File: src/spimsc_cfg.svh
`ifndef SPIMSC_CFG_SVH
`define SPIMSC_CFG_SVH
// ==========================================
// Register byte offsets
`define SPIMSC_OFF_CTRL  6'h00
`define SPIMSC_OFF_DIV   6'h04
`define SPIMSC_OFF_SEL   6'h08
`define SPIMSC_OFF_RX0   6'h10
`define SPIMSC_OFF_RX1   6'h14
`define SPIMSC_OFF_TX0   6'h20
`define SPIMSC_OFF_TX1   6'h24
`define SPIMSC_OFF_PAT   6'h34
`define SPIMSC_OFF_CTRL2 6'h3C
// ==========================================
// Control field positions
`define SPIMSC_B_GO      0
`define SPIMSC_B_INFALL  1
`define SPIMSC_B_OUTFALL 2
`define SPIMSC_B_LEN_LO  3
`define SPIMSC_B_LEN_HI  7
`define SPIMSC_B_NUM_LO  8
`define SPIMSC_B_NUM_HI  9
`define SPIMSC_B_LSB     10
`define SPIMSC_B_CPOL    11
`define SPIMSC_B_SP_LO   12
`define SPIMSC_B_SP_HI   15
`define SPIMSC_B_IFLAG   16
`define SPIMSC_B_IE      17
`define SPIMSC_B_SLAVE   18
`define SPIMSC_B_VCE     23
// Select field positions, then the second control register bit
`define SPIMSC_B_SEL_LO  0
`define SPIMSC_B_SEL_HI  1
`define SPIMSC_B_SELPOL  2
`define SPIMSC_B_AUTO    3
`define SPIMSC_B_LEVEL   4
`define SPIMSC_B_LDONE   5
`define SPIMSC_B_DIVONE  0
// ==========================================
// Reset values, burst word-count code and timing
`define SPIMSC_OUTFALL_RST 1'b1
`define SPIMSC_PAT_RST     32'h007F_FF87
`define SPIMSC_NUM_BURST   2'h1
`define SPIMSC_SUSP_BASE   24'h000002
// Divide-by-one suspend, 3.5 clocks kept doubled
`define SPIMSC_D1_SUSP_X2  24'h000007
`endif

File: src/spimsc_pkg.sv
package spimsc_pkg;
  typedef enum logic [1:0] {
    SPIMSC_IDLE,
    SPIMSC_XFER,
    SPIMSC_SUSP,
    SPIMSC_SLV
  } spimsc_state_e_t;

  typedef struct packed {
    spimsc_state_e_t st;
    logic            go;
    logic            infall;
    logic            outfall;
    logic            lsb;
    logic            cpol;
    logic            iflag;
    logic            ie;
    logic            slave;
    logic            vce;
    logic            div_one;
    logic [4:0]      blen;
    logic [1:0]      num;
    logic [3:0]      sp;
    logic [15:0]     div1;
    logic [15:0]     div2;
    logic [31:0]     pat;
    logic [1:0]      sel;
    logic            aut;
    logic            pol;
    logic            lvl;
    logic            ldone;
    logic [31:0]     tx0;
    logic [31:0]     tx1;
    logic [31:0]     rx0;
    logic [31:0]     rx1;
    logic [31:0]     sh;
    logic [5:0]      cnt;
    logic            wd;
    logic [23:0]     hc;
    logic [4:0]      pi;
    logic            sclk;
    logic            sprev;
    logic            ssprev;
    logic            trig;
    logic            dout;
    logic            mosi_oe_n;
    logic            miso_oe_n;
    logic            irq;
    logic [1:0]      ss;
    logic [1:0]      ss_oe_n;
    logic [31:0]     prdata;
    logic            pready;
    logic            pslverr;
  } spimsc_regs_t;
endpackage

File: src/spimsc_top.sv
// Design decision made here: register access over APB.
`timescale 1ns/1ns
`include "spimsc_cfg.svh"
// Overview of operation
// - Divide-by-one suspend lasts 2*field+3.5 system clocks; the code rounds 3.5 up to 4 and loads 2*field+4.
// - Clock polarity bit sets serial clock idle level.
// - Low-bit-first sends bit 0 first and stores first bit there.
// - Word count 00 runs one word, 01 runs two words.
// - Bit length field gives 1 to 31 bits, code 0 means 32.
// - Output edge bit picks falling or rising clock edge for data out.
// - Input edge bit picks falling or rising clock edge for sampling.
// - Master: writing go starts a transfer.
// - Slave: writing go arms for an externally clocked transfer.
// - Go reads one while busy, self-clears; writing zero stops it.
// - Serial clock is system clock over 2*(primary ratio+1).
// - Second ratio uses same formula, only with variable clock on.
// - Level-trigger done flag shows word count and length were met.
// - Select trigger bit chooses level or edge sensitive select.
// - Automatic select drives lines during transfer, else bits direct.
// - Select polarity bit chooses active high or active low.
// - Manual select bits drive lines active or inactive.
// - Automatic mode: zero bit keeps line idle, one bit during transfer.
// - In slave mode select line 0 is an input.
// - Receive words hold last transfer, configured bits valid.
// - Normal suspend is field+2 serial clocks plus one system clock.
// - Done flag set on completion, write-one clears, gated by enable.
// - Variable clock: pattern bit zero uses primary, one uses second.
module spimsc_top (
  input  wire logic        mclk,
  input  wire logic        sys_rst,
  input  wire logic        psel,
  input  wire logic        penable,
  input  wire logic        pwrite,
  input  wire logic [31:0] paddr,
  input  wire logic [31:0] pwdata,
  output logic      [31:0] prdata,
  output logic             pready,
  output logic             pslverr,
  input  wire logic        serial_clock_pin_i,
  output logic             serial_clock_pin_o,
  output logic             serial_clock_pin_oe_n,
  input  wire logic [1:0]  slave_select_lines_i,
  output logic      [1:0]  slave_select_lines_o,
  output logic      [1:0]  slave_select_lines_oe_n,
  input  wire logic        mosi_i,
  output logic             mosi_o,
  output logic             mosi_oe_n,
  input  wire logic        miso_i,
  output logic             miso_o,
  output logic             miso_oe_n,
  output logic             irq
);
  spimsc_pkg::spimsc_regs_t r;
  spimsc_pkg::spimsc_regs_t n;

  logic [5:0]  nbits;
  logic [23:0] half;
  logic [31:0] txw;
  logic        din;
  logic        tick;
  logic        rxe;
  logic        txe;
  logic        wend;
  logic        ssa;
  logic        en;
  logic        rise;
  logic        fall;
  logic        wr;
  logic        busy;

  // ==========================================
  // Bit position of the n-th bit on the line
  function automatic logic [4:0] bit_idx(
    input logic [5:0] c,
    input logic [5:0] nb,
    input logic       lsbf
  );
    logic [5:0] t;
    t = nb - 6'h01 - c;
    bit_idx = lsbf ? c[4:0] : t[4:0];
  endfunction

  // ==========================================
  // Next state
  always_comb begin
    n = r;
    nbits = (r.blen == 5'h00) ? 6'h20 : {1'b0, r.blen};
    if (r.div_one) begin
      half = 24'h000000;
    end else if (r.vce && r.pat[r.pi]) begin
      half = {8'h00, r.div2};
    end else begin
      half = {8'h00, r.div1};
    end
    txw  = r.wd ? r.tx1 : r.tx0;
    din  = r.slave ? mosi_i : miso_i;
    busy = r.st != spimsc_pkg::SPIMSC_IDLE;
    wr   = psel && penable && r.pready && pwrite;

    // ------------------------------------------
    // APB: no wait states, answer from flops
    n.pready  = psel && !penable;
    n.pslverr = 1'b0;
    n.prdata  = 32'h0000_0000;
    if (psel && !penable && !pwrite) begin
      case (paddr[5:0])
        `SPIMSC_OFF_CTRL: begin
          n.prdata = {8'h00, r.vce, 4'h0, r.slave, r.ie, r.iflag,
                      r.sp, r.cpol, r.lsb, r.num, r.blen,
                      r.outfall, r.infall, r.go};
        end
        `SPIMSC_OFF_DIV:   n.prdata = {r.div2, r.div1};
        `SPIMSC_OFF_SEL: begin
          n.prdata = {26'h0, r.ldone, r.lvl, r.aut, r.pol, r.sel};
        end
        `SPIMSC_OFF_RX0:   n.prdata = r.rx0;
        `SPIMSC_OFF_RX1:   n.prdata = r.rx1;
        `SPIMSC_OFF_TX0:   n.prdata = 32'h0000_0000;
        `SPIMSC_OFF_TX1:   n.prdata = 32'h0000_0000;
        `SPIMSC_OFF_PAT:   n.prdata = r.pat;
        `SPIMSC_OFF_CTRL2: n.prdata = {31'h0, r.div_one};
        default:           n.pslverr = 1'b1;
      endcase
    end else if (psel && !penable) begin
      case (paddr[5:0])
        `SPIMSC_OFF_CTRL, `SPIMSC_OFF_DIV, `SPIMSC_OFF_SEL,
        `SPIMSC_OFF_TX0, `SPIMSC_OFF_TX1, `SPIMSC_OFF_PAT,
        `SPIMSC_OFF_CTRL2: n.pslverr = 1'b0;
        default:           n.pslverr = 1'b1;
      endcase
    end

    if (wr) begin
      case (paddr[5:0])
        `SPIMSC_OFF_CTRL: begin
          n.infall  = pwdata[`SPIMSC_B_INFALL];
          n.outfall = pwdata[`SPIMSC_B_OUTFALL];
          n.blen    = pwdata[`SPIMSC_B_LEN_HI:`SPIMSC_B_LEN_LO];
          n.num     = pwdata[`SPIMSC_B_NUM_HI:`SPIMSC_B_NUM_LO];
          n.lsb     = pwdata[`SPIMSC_B_LSB];
          n.cpol    = pwdata[`SPIMSC_B_CPOL];
          n.sp      = pwdata[`SPIMSC_B_SP_HI:`SPIMSC_B_SP_LO];
          n.ie      = pwdata[`SPIMSC_B_IE];
          n.slave   = pwdata[`SPIMSC_B_SLAVE];
          n.vce     = pwdata[`SPIMSC_B_VCE];
          n.go      = pwdata[`SPIMSC_B_GO];
          if (pwdata[`SPIMSC_B_IFLAG]) begin
            n.iflag = 1'b0;
          end
        end
        `SPIMSC_OFF_DIV: begin
          n.div1 = pwdata[15:0];
          n.div2 = pwdata[31:16];
        end
        `SPIMSC_OFF_SEL: begin
          n.sel = pwdata[`SPIMSC_B_SEL_HI:`SPIMSC_B_SEL_LO];
          n.pol = pwdata[`SPIMSC_B_SELPOL];
          n.aut = pwdata[`SPIMSC_B_AUTO];
          n.lvl = pwdata[`SPIMSC_B_LEVEL];
        end
        `SPIMSC_OFF_TX0: begin
          if (!busy && !r.go) begin
            n.tx0 = pwdata;
          end
        end
        `SPIMSC_OFF_TX1: begin
          if (!busy && !r.go) begin
            n.tx1 = pwdata;
          end
        end
        `SPIMSC_OFF_PAT:   n.pat = pwdata;
        `SPIMSC_OFF_CTRL2: n.div_one = pwdata[`SPIMSC_B_DIVONE];
        default: begin
        end
      endcase
    end

    // ------------------------------------------
    // Edge sources: own divider or sampled pin
    n.sprev  = serial_clock_pin_i;
    n.ssprev = slave_select_lines_i[0];
    rise = serial_clock_pin_i && !r.sprev;
    fall = !serial_clock_pin_i && r.sprev;
    ssa  = slave_select_lines_i[0] == r.pol;
    en   = r.lvl ? ssa
                 : (r.trig || (ssa && (r.ssprev != r.pol)));
    tick = (r.st == spimsc_pkg::SPIMSC_XFER) && (r.hc == half);
    rxe  = 1'b0;
    txe  = 1'b0;
    wend = 1'b0;
    if (tick && !((r.cnt == nbits) && (r.sclk == r.cpol))) begin
      rxe = (!r.sclk) != r.infall;
      txe = (!r.sclk) != r.outfall;
    end
    if (r.st == spimsc_pkg::SPIMSC_SLV && en && r.cnt != nbits) begin
      rxe = r.infall ? fall : rise;
      txe = r.outfall ? fall : rise;
    end

    if (rxe) begin
      n.sh[bit_idx(r.cnt, nbits, r.lsb)] = din;
      n.cnt = r.cnt + 6'h01;
    end
    if (txe) begin
      n.dout = txw[bit_idx(n.cnt, nbits, r.lsb)];
    end

    // ------------------------------------------
    // Transfer sequencing
    case (r.st)
      spimsc_pkg::SPIMSC_IDLE: begin
        n.sclk = r.cpol;
        n.trig = 1'b0;
        if (r.go) begin
          n.cnt   = 6'h00;
          n.wd    = 1'b0;
          n.hc    = 24'h000000;
          n.pi    = 5'h00;
          n.sh    = 32'h0000_0000;
          n.ldone = 1'b0;
          n.dout  = r.tx0[bit_idx(6'h00, nbits, r.lsb)];
          n.st    = r.slave ? spimsc_pkg::SPIMSC_SLV
                            : spimsc_pkg::SPIMSC_XFER;
        end
      end
      spimsc_pkg::SPIMSC_XFER: begin
        if (tick) begin
          n.hc = 24'h000000;
          if ((r.cnt == nbits) && (r.sclk == r.cpol)) begin
            wend = 1'b1;
          end else begin
            n.sclk = !r.sclk;
            n.pi   = r.pi + 5'h01;
          end
        end else begin
          n.hc = r.hc + 24'h000001;
        end
      end
      spimsc_pkg::SPIMSC_SUSP: begin
        if (r.hc == 24'h000000) begin
          n.st = spimsc_pkg::SPIMSC_XFER;
        end else begin
          n.hc = r.hc - 24'h000001;
        end
      end
      spimsc_pkg::SPIMSC_SLV: begin
        if (en && !r.lvl) begin
          n.trig = 1'b1;
        end
        if (rxe && n.cnt == nbits) begin
          wend = 1'b1;
        end
      end
      default: n.st = spimsc_pkg::SPIMSC_IDLE;
    endcase

    if (wend) begin
      if (r.wd) begin
        n.rx1 = n.sh;
      end else begin
        n.rx0 = n.sh;
      end
      if (r.num == `SPIMSC_NUM_BURST && !r.wd) begin
        n.wd   = 1'b1;
        n.cnt  = 6'h00;
        n.sh   = 32'h0000_0000;
        n.dout = r.tx1[bit_idx(6'h00, nbits, r.lsb)];
        if (!r.slave) begin
          n.st = spimsc_pkg::SPIMSC_SUSP;
          if (r.div_one) begin
            // 3.5 rounded up to whole clocks
            n.hc = ({20'h0, r.sp} << 1)
                 + ((`SPIMSC_D1_SUSP_X2 + 24'h000001) >> 1);
          end else begin
            // the cycle spent at count zero supplies the extra clock
            n.hc = 24'(({20'h0, r.sp} + `SPIMSC_SUSP_BASE)
                 * ({8'h00, r.div1} + 24'h000001) * 24'h000002);
          end
        end
      end else begin
        n.go    = 1'b0;
        n.iflag = 1'b1;
        n.st    = spimsc_pkg::SPIMSC_IDLE;
        n.ldone = r.slave && r.lvl;
      end
    end

    // Stop on go cleared mid-transfer
    if (!r.go && busy) begin
      n.st = spimsc_pkg::SPIMSC_IDLE;
    end

    // ------------------------------------------
    // Pin drive
    n.irq       = n.iflag && n.ie;
    n.mosi_oe_n = n.slave;
    n.miso_oe_n = !(n.slave && n.st == spimsc_pkg::SPIMSC_SLV && en);
    for (int i = 0; i < 2; i++) begin
      if (n.aut ? (n.sel[i] && n.st != spimsc_pkg::SPIMSC_IDLE)
                : n.sel[i]) begin
        n.ss[i] = n.pol;
      end else begin
        n.ss[i] = !n.pol;
      end
      n.ss_oe_n[i] = (i == 0) && n.slave;
    end
  end

  // ==========================================
  // State register
  always_ff @(posedge mclk or posedge sys_rst) begin
    if (sys_rst) begin
      r         <= '0;
      r.outfall <= `SPIMSC_OUTFALL_RST;
      r.pat     <= `SPIMSC_PAT_RST;
      r.ss      <= 2'h3;
    end else begin
      r <= n;
    end
  end

  assign prdata                  = r.prdata;
  assign pready                  = r.pready;
  assign pslverr                 = r.pslverr;
  assign serial_clock_pin_o      = r.sclk;
  assign serial_clock_pin_oe_n   = r.slave;
  assign slave_select_lines_o    = r.ss;
  assign slave_select_lines_oe_n = r.ss_oe_n;
  assign mosi_o                  = r.dout;
  assign mosi_oe_n               = r.mosi_oe_n;
  assign miso_o                  = r.dout;
  assign miso_oe_n               = r.miso_oe_n;
  assign irq                     = r.irq;
endmodule

File: config.mk
export PLATFORM = sky130hd
export DESIGN_NAME = spimsc_top
export DESIGN_NICKNAME = d
export VERILOG_FILES = /design/src/spimsc_pkg.sv /design/src/spimsc_top.sv
export VERILOG_INCLUDE_DIRS = /design/src /design/src/src
export SDC_FILE = /design/constraint.sdc
export NUM_CORES = 1
export LEC_CHECK = 0
export BUFFER_PORTS_ARGS = -buffer_cell sky130_fd_sc_hd__buf_4
export CORE_ASPECT_RATIO = 0.7
export CORE_MARGIN = 2
export CORE_UTILIZATION = 30
export DETAILED_ROUTE_END_ITERATION = 10
export GPL_ROUTABILITY_DRIVEN = 0
export SLEW_MARGIN = 20
export SYNTH_ARGS = -nofsm -noshare
export SYNTH_HDL_FRONTEND = slang
export SYNTH_SLANG_ARGS = --single-unit
File: constraint.sdc
create_clock -name mclk -period 33.2 [get_ports mclk]
set_input_delay 6.64 -clock mclk [delete_from_list [all_inputs] [get_ports mclk]]
set_output_delay 6.64 -clock mclk [all_outputs]
set_load 0.01 [all_outputs]
Word level (Yosys, flattened, before mapping)
Index checks and enable logic that the tools add are counted.

storage, ports and cells
  bits in read-only memories = 0
  memories kept = 0
  latch bits = 0
  flip-flop bits (word level) = 332
  RAM bits = 0

cells by class
  add/subtract/negate cells = 10
  $lt $le $gt $ge = 5
  multiplexer cells = 83
  div/mod/pow operators = 0
  bitwise gates (word level) = 1
  multiply operators = 1
  shift-type cells = 0
  eq/ne operators = 26
  reduce and logical (&&, ||, !) cells = 61

operator list
  operator                 number
  $pmux W32 S7             1
  $mux W32                 4
  $mux W63                 2
  $mux W24                 4
  $mux W90                 1
  $pmux W24 S3             1
  $mux W68                 1
  $mux W1                  39
  $mux W39                 1
  $mux W38                 1
  $bwmux W32               1
  $logic_and A1 B1 Y1      26
  $add A24 B1 Y24 const B  1
  $eq A24 B24 Y1           1
  $eq A6 B6 Y1 const B     4
  $logic_not A24 Y1        1
  $lt A5 B6 Y1 const B     4
  $sub A24 B1 Y24 const B  1
  $mux W23                 1
  $mul A5 B17 Y22          1
  $bmux W1 S5              4
  $mux W5                  4
  $mux W6                  3
  $add A16 B1 Y17 const B  1
  39 further kinds         79

Depth between registers and ports, before layout
  word-level depth = 21
  mapped depth = 26
  depth with buffers taken out = 25

Worst setup path before layout
No wires, ideal clock.

  path kind = input -> register
  from = in slave_select_lines_i[0]
  to = reg r[54] (netlist name)
  cell stages on the path = 20
  arrival time = 10135 ps
  setup time = 137 ps
  setup slack = 22928 ps
  path through = nand2_1 > a21oi_1 > a211o_1 > nand2_1 > nor2_1 > nand2_1 > a21boi_2 > buf_2 > xnor2_1 > ha_1 > clkbuf_1 > or4_1 > o21bai_1 > o21bai_2 > nand2_1 > or2_1 > buf_2 > buf_2 > a211oi_1 > a21oi_1

RTL lines
  item                  RTL line           RTL
  start, declared       spimsc_top.sv:42   input wire logic [1:0] slave_select_lines_i,
  end signal, assigned  spimsc_top.sv:318  r <= n;
  end, declared         spimsc_top.sv:53   spimsc_pkg::spimsc_regs_t r;

==> run metrics <==
H-tree Lvls=2; total gr overflow=0; Die H=roughly 230 um; total power=around 970 uW; Setup TNS=0 ns; Bufs on Longest Clock Path=3; Critical Path Start Type=input port; vias in the first global route=approximately 17000; WL final=a little over 70000 um; Avg Inst Size Synth=around 9.4 um2; max frequency=slightly below 90 MHz; full die area=slightly above 70000 um2; Starting Density=0.3023; Clock Sinks=332; Wirelength per Cell=~22 um; Clk Latency, worst-skew pair=0.57 ns; critical path arrival=11.86 ns; Worst Hold Class=flip-flop to flip-flop; TritonRoute pass-1 iters=9; Slew Viols, Final=0; EDFF count, synth=0; Nets=about 2400; Tot GR Track Use=0.1943; ys async rst share=1.000; num rows=about 80; Port Buffers=90; CTS Buf Count=36; Slew HR=0.2044; Worst R2R Setup Slack=26.11 ns; worst flop-to-flop path startpoint=r[46]; Cell variety after synth=73; maximum vdd drop=roughly 0.029 mV; number of hold buffers added after cts=0; Final Hold Viols=0; DP Wirelength=51610 um; skew final=roughly 0.038 ns; Max-Cap Viols=0; commonest non-fill, non-tap cell in the layout=dfrtp_1; Worst Path Required=approximately 34 ns; Synth Cell Area=roughly 21000 um2; PwrDens=around 41 nW/um2; Placed Area=between 20000 and 25000 um2; #FFs+latches synth=about 330; Seq/Total Area, Yosys=0.3960; Ports=between 100 and 150; Finish-stage setup viols=0; leakage power=between 10 and 15 nW; Layout area overhead=12.08%; layout cells sized above 1=0.1902; Worst-Margin Slew=1.178 ns; Root Buffer=clkbuf_16; Seq. cell area=between 8000 and 9000 um2; largest net degree at the start of global routing=130; CP startpoint=slave_select_lines_i[0]; CORE AREA=69630 um2; Synth Warn #=0; critical path type=input port to flip-flop; post-layout min period=~11 ns; area of the multi-input gates=~11000 um2; Die Wd=320.6 um; synth top area cells=dfrtp_1 (37%), mux2_2 (10%), nand2_1 (4.9%); Top FF cell, synth=dfrtp_1; via count=roughly 18000; Design Area, Final=23590 um2; Post-Syn Instances=between 2000 and 2500; post_cts resized=0; commonest cells after routing, fill and taps aside=dfrtp_1 (308), nand2_1 (274), mux2_2 (187); post-synth top area cell=dfrtp_1; Filler cells=~7000; DRC errors left=0; Via-to-Cell Ratio=5.635; Max Fanout on Critical Path=38; Synth top area share=0.3685; RSZ-0062 raised after global routing=false; Setup Fix Bufs, Post-CTS=0; DR iter-0 viols=about 2500; first-pass GRT wire length=roughly 110000 um; Crit. End Element=flip-flop; TritonCTS clock tree=built; Detail Route Antenna Nets=0; Final period util=0.3432; Mapped Nets=between 2000 and 2500; Hold Crit Start=r[122]; Worst-path clk slew=0.06 ns; status=completed; initial antenna violation count=5
[critical path, cell delays in order]
cell	delay [ns]
buf_4	0.12
nand2_1	0.05
a21oi_1	0.04
a211o_1	0.28
nand2_1	0.12
nor2_1	0.06
nand2_1	0.65
a21boi_2	0.79
xnor2_1	0.17
ha_1	0.32
buf_4	0.24
or4_1	0.57
o21bai_1	0.18
o21bai_2	0.30
nand2_1	0.22
or2_1	0.26
buf_4	0.25
or4b_1	0.49
o21ai_0	0.08
[metrics by stage]
| stage | utilization | cells | hold WS, ns | setup slack (ns) |
|---|---|---|---|---|
| after floorplan | - | 2238 | 0.4460 | 17.40 |
| after global placement | 0.3204 | 3089 | 0.4592 | 21.35 |
| after detailed placement | 0.3204 | 3089 | 0.4688 | 21.27 |
| after CTS | 0.3387 | 3153 | 0.4844 | 21.83 |
| after global routing | 0.3388 | 3153 | 0.5076 | 21.55 |
| final | 0.3389 | 3155 | 0.4852 | 21.81 |
[state kept, by name, indices dropped and copies added (netlist names)]
name	cells
irq	1
miso_o	1
miso_oe_n	1
prdata	32
pready	1
pslverr	1
r	291
serial_clock_pin_o	1
slave_select_lines_o	2
slave_select_lines_oe_n	1
[metal layers]
| layer | up-vias | wire (um) | global-route usage |
|---|---|---|---|
| li1 | 7841 | - | - |
| met1 | 8889 | 31730 | 0.2882 |
| met2 | 939 | 29870 | 0.2828 |
| met3 | 105 | 7262 | 0.03955 |
| met4 | 6 | 2041 | 0.05664 |
| met5 | - | 37 | 0 |
[synthesized netlist by cell type, drive strengths merged, types with 9 or more instances]
library cell  number
mux2i             66
a222oi            22
mux2             187
dfstp             22
ha                45
o22ai             28
nor3              42
nand2            275
a21oi            107
clkbuf           123
dfrtp            310
nand4             12
buf               61
or3               30
a22oi             43
xor2              18
xnor2             47
o211ai            18
and3              17
nand3             42
o221ai             9
nand2b            22
nor2b             25
a211oi            12
inv              113
and2              26
a21o              14
nor2             157
o31ai              9
a221oi            31
o21bai            12
o21ai            173
fa                47
mux4               9
[cells by family after synthesis]
kind of cell | count (synthesis) | synth area share
fa+ha+maj | 92 | 0.07145
buf+inv | 297 | 0.06152
xor+xnor | 65 | 0.02704
other cells | 1 | 0.0001781
compound gates | 516 | 0.1569
mux | 262 | 0.1414
flops | 332 | 0.3960
simple gates | 673 | 0.1456
[worst paths after layout]
check / to / cells after the start
max reg2reg: r[69] / 21
max: r[69] / 19
min: r[122] / 2
max in group asynchronous: r[303] / 3
min reg2reg: r[122] / 2
min in group asynchronous: r[199] / 2
[layout make-up]
class,instances,area share
flip-flops and latches,332,0.3534
diodes,2,0.0002121
inverters,113,0.01830
repair buffers,122,0.03898
clock buffers,52,0.04497
well taps,913,0.04842
multi-input cells,1609,0.4865
clock inverters,12,0.009227
[power by group]
part	internal, mW	switching [mW]
Combinational	0.0339	0.0639
Sequential	0.414	0.0183
Clock	0.257	0.183
Total	0.704	0.265
(Power assumes the default switching activity.)
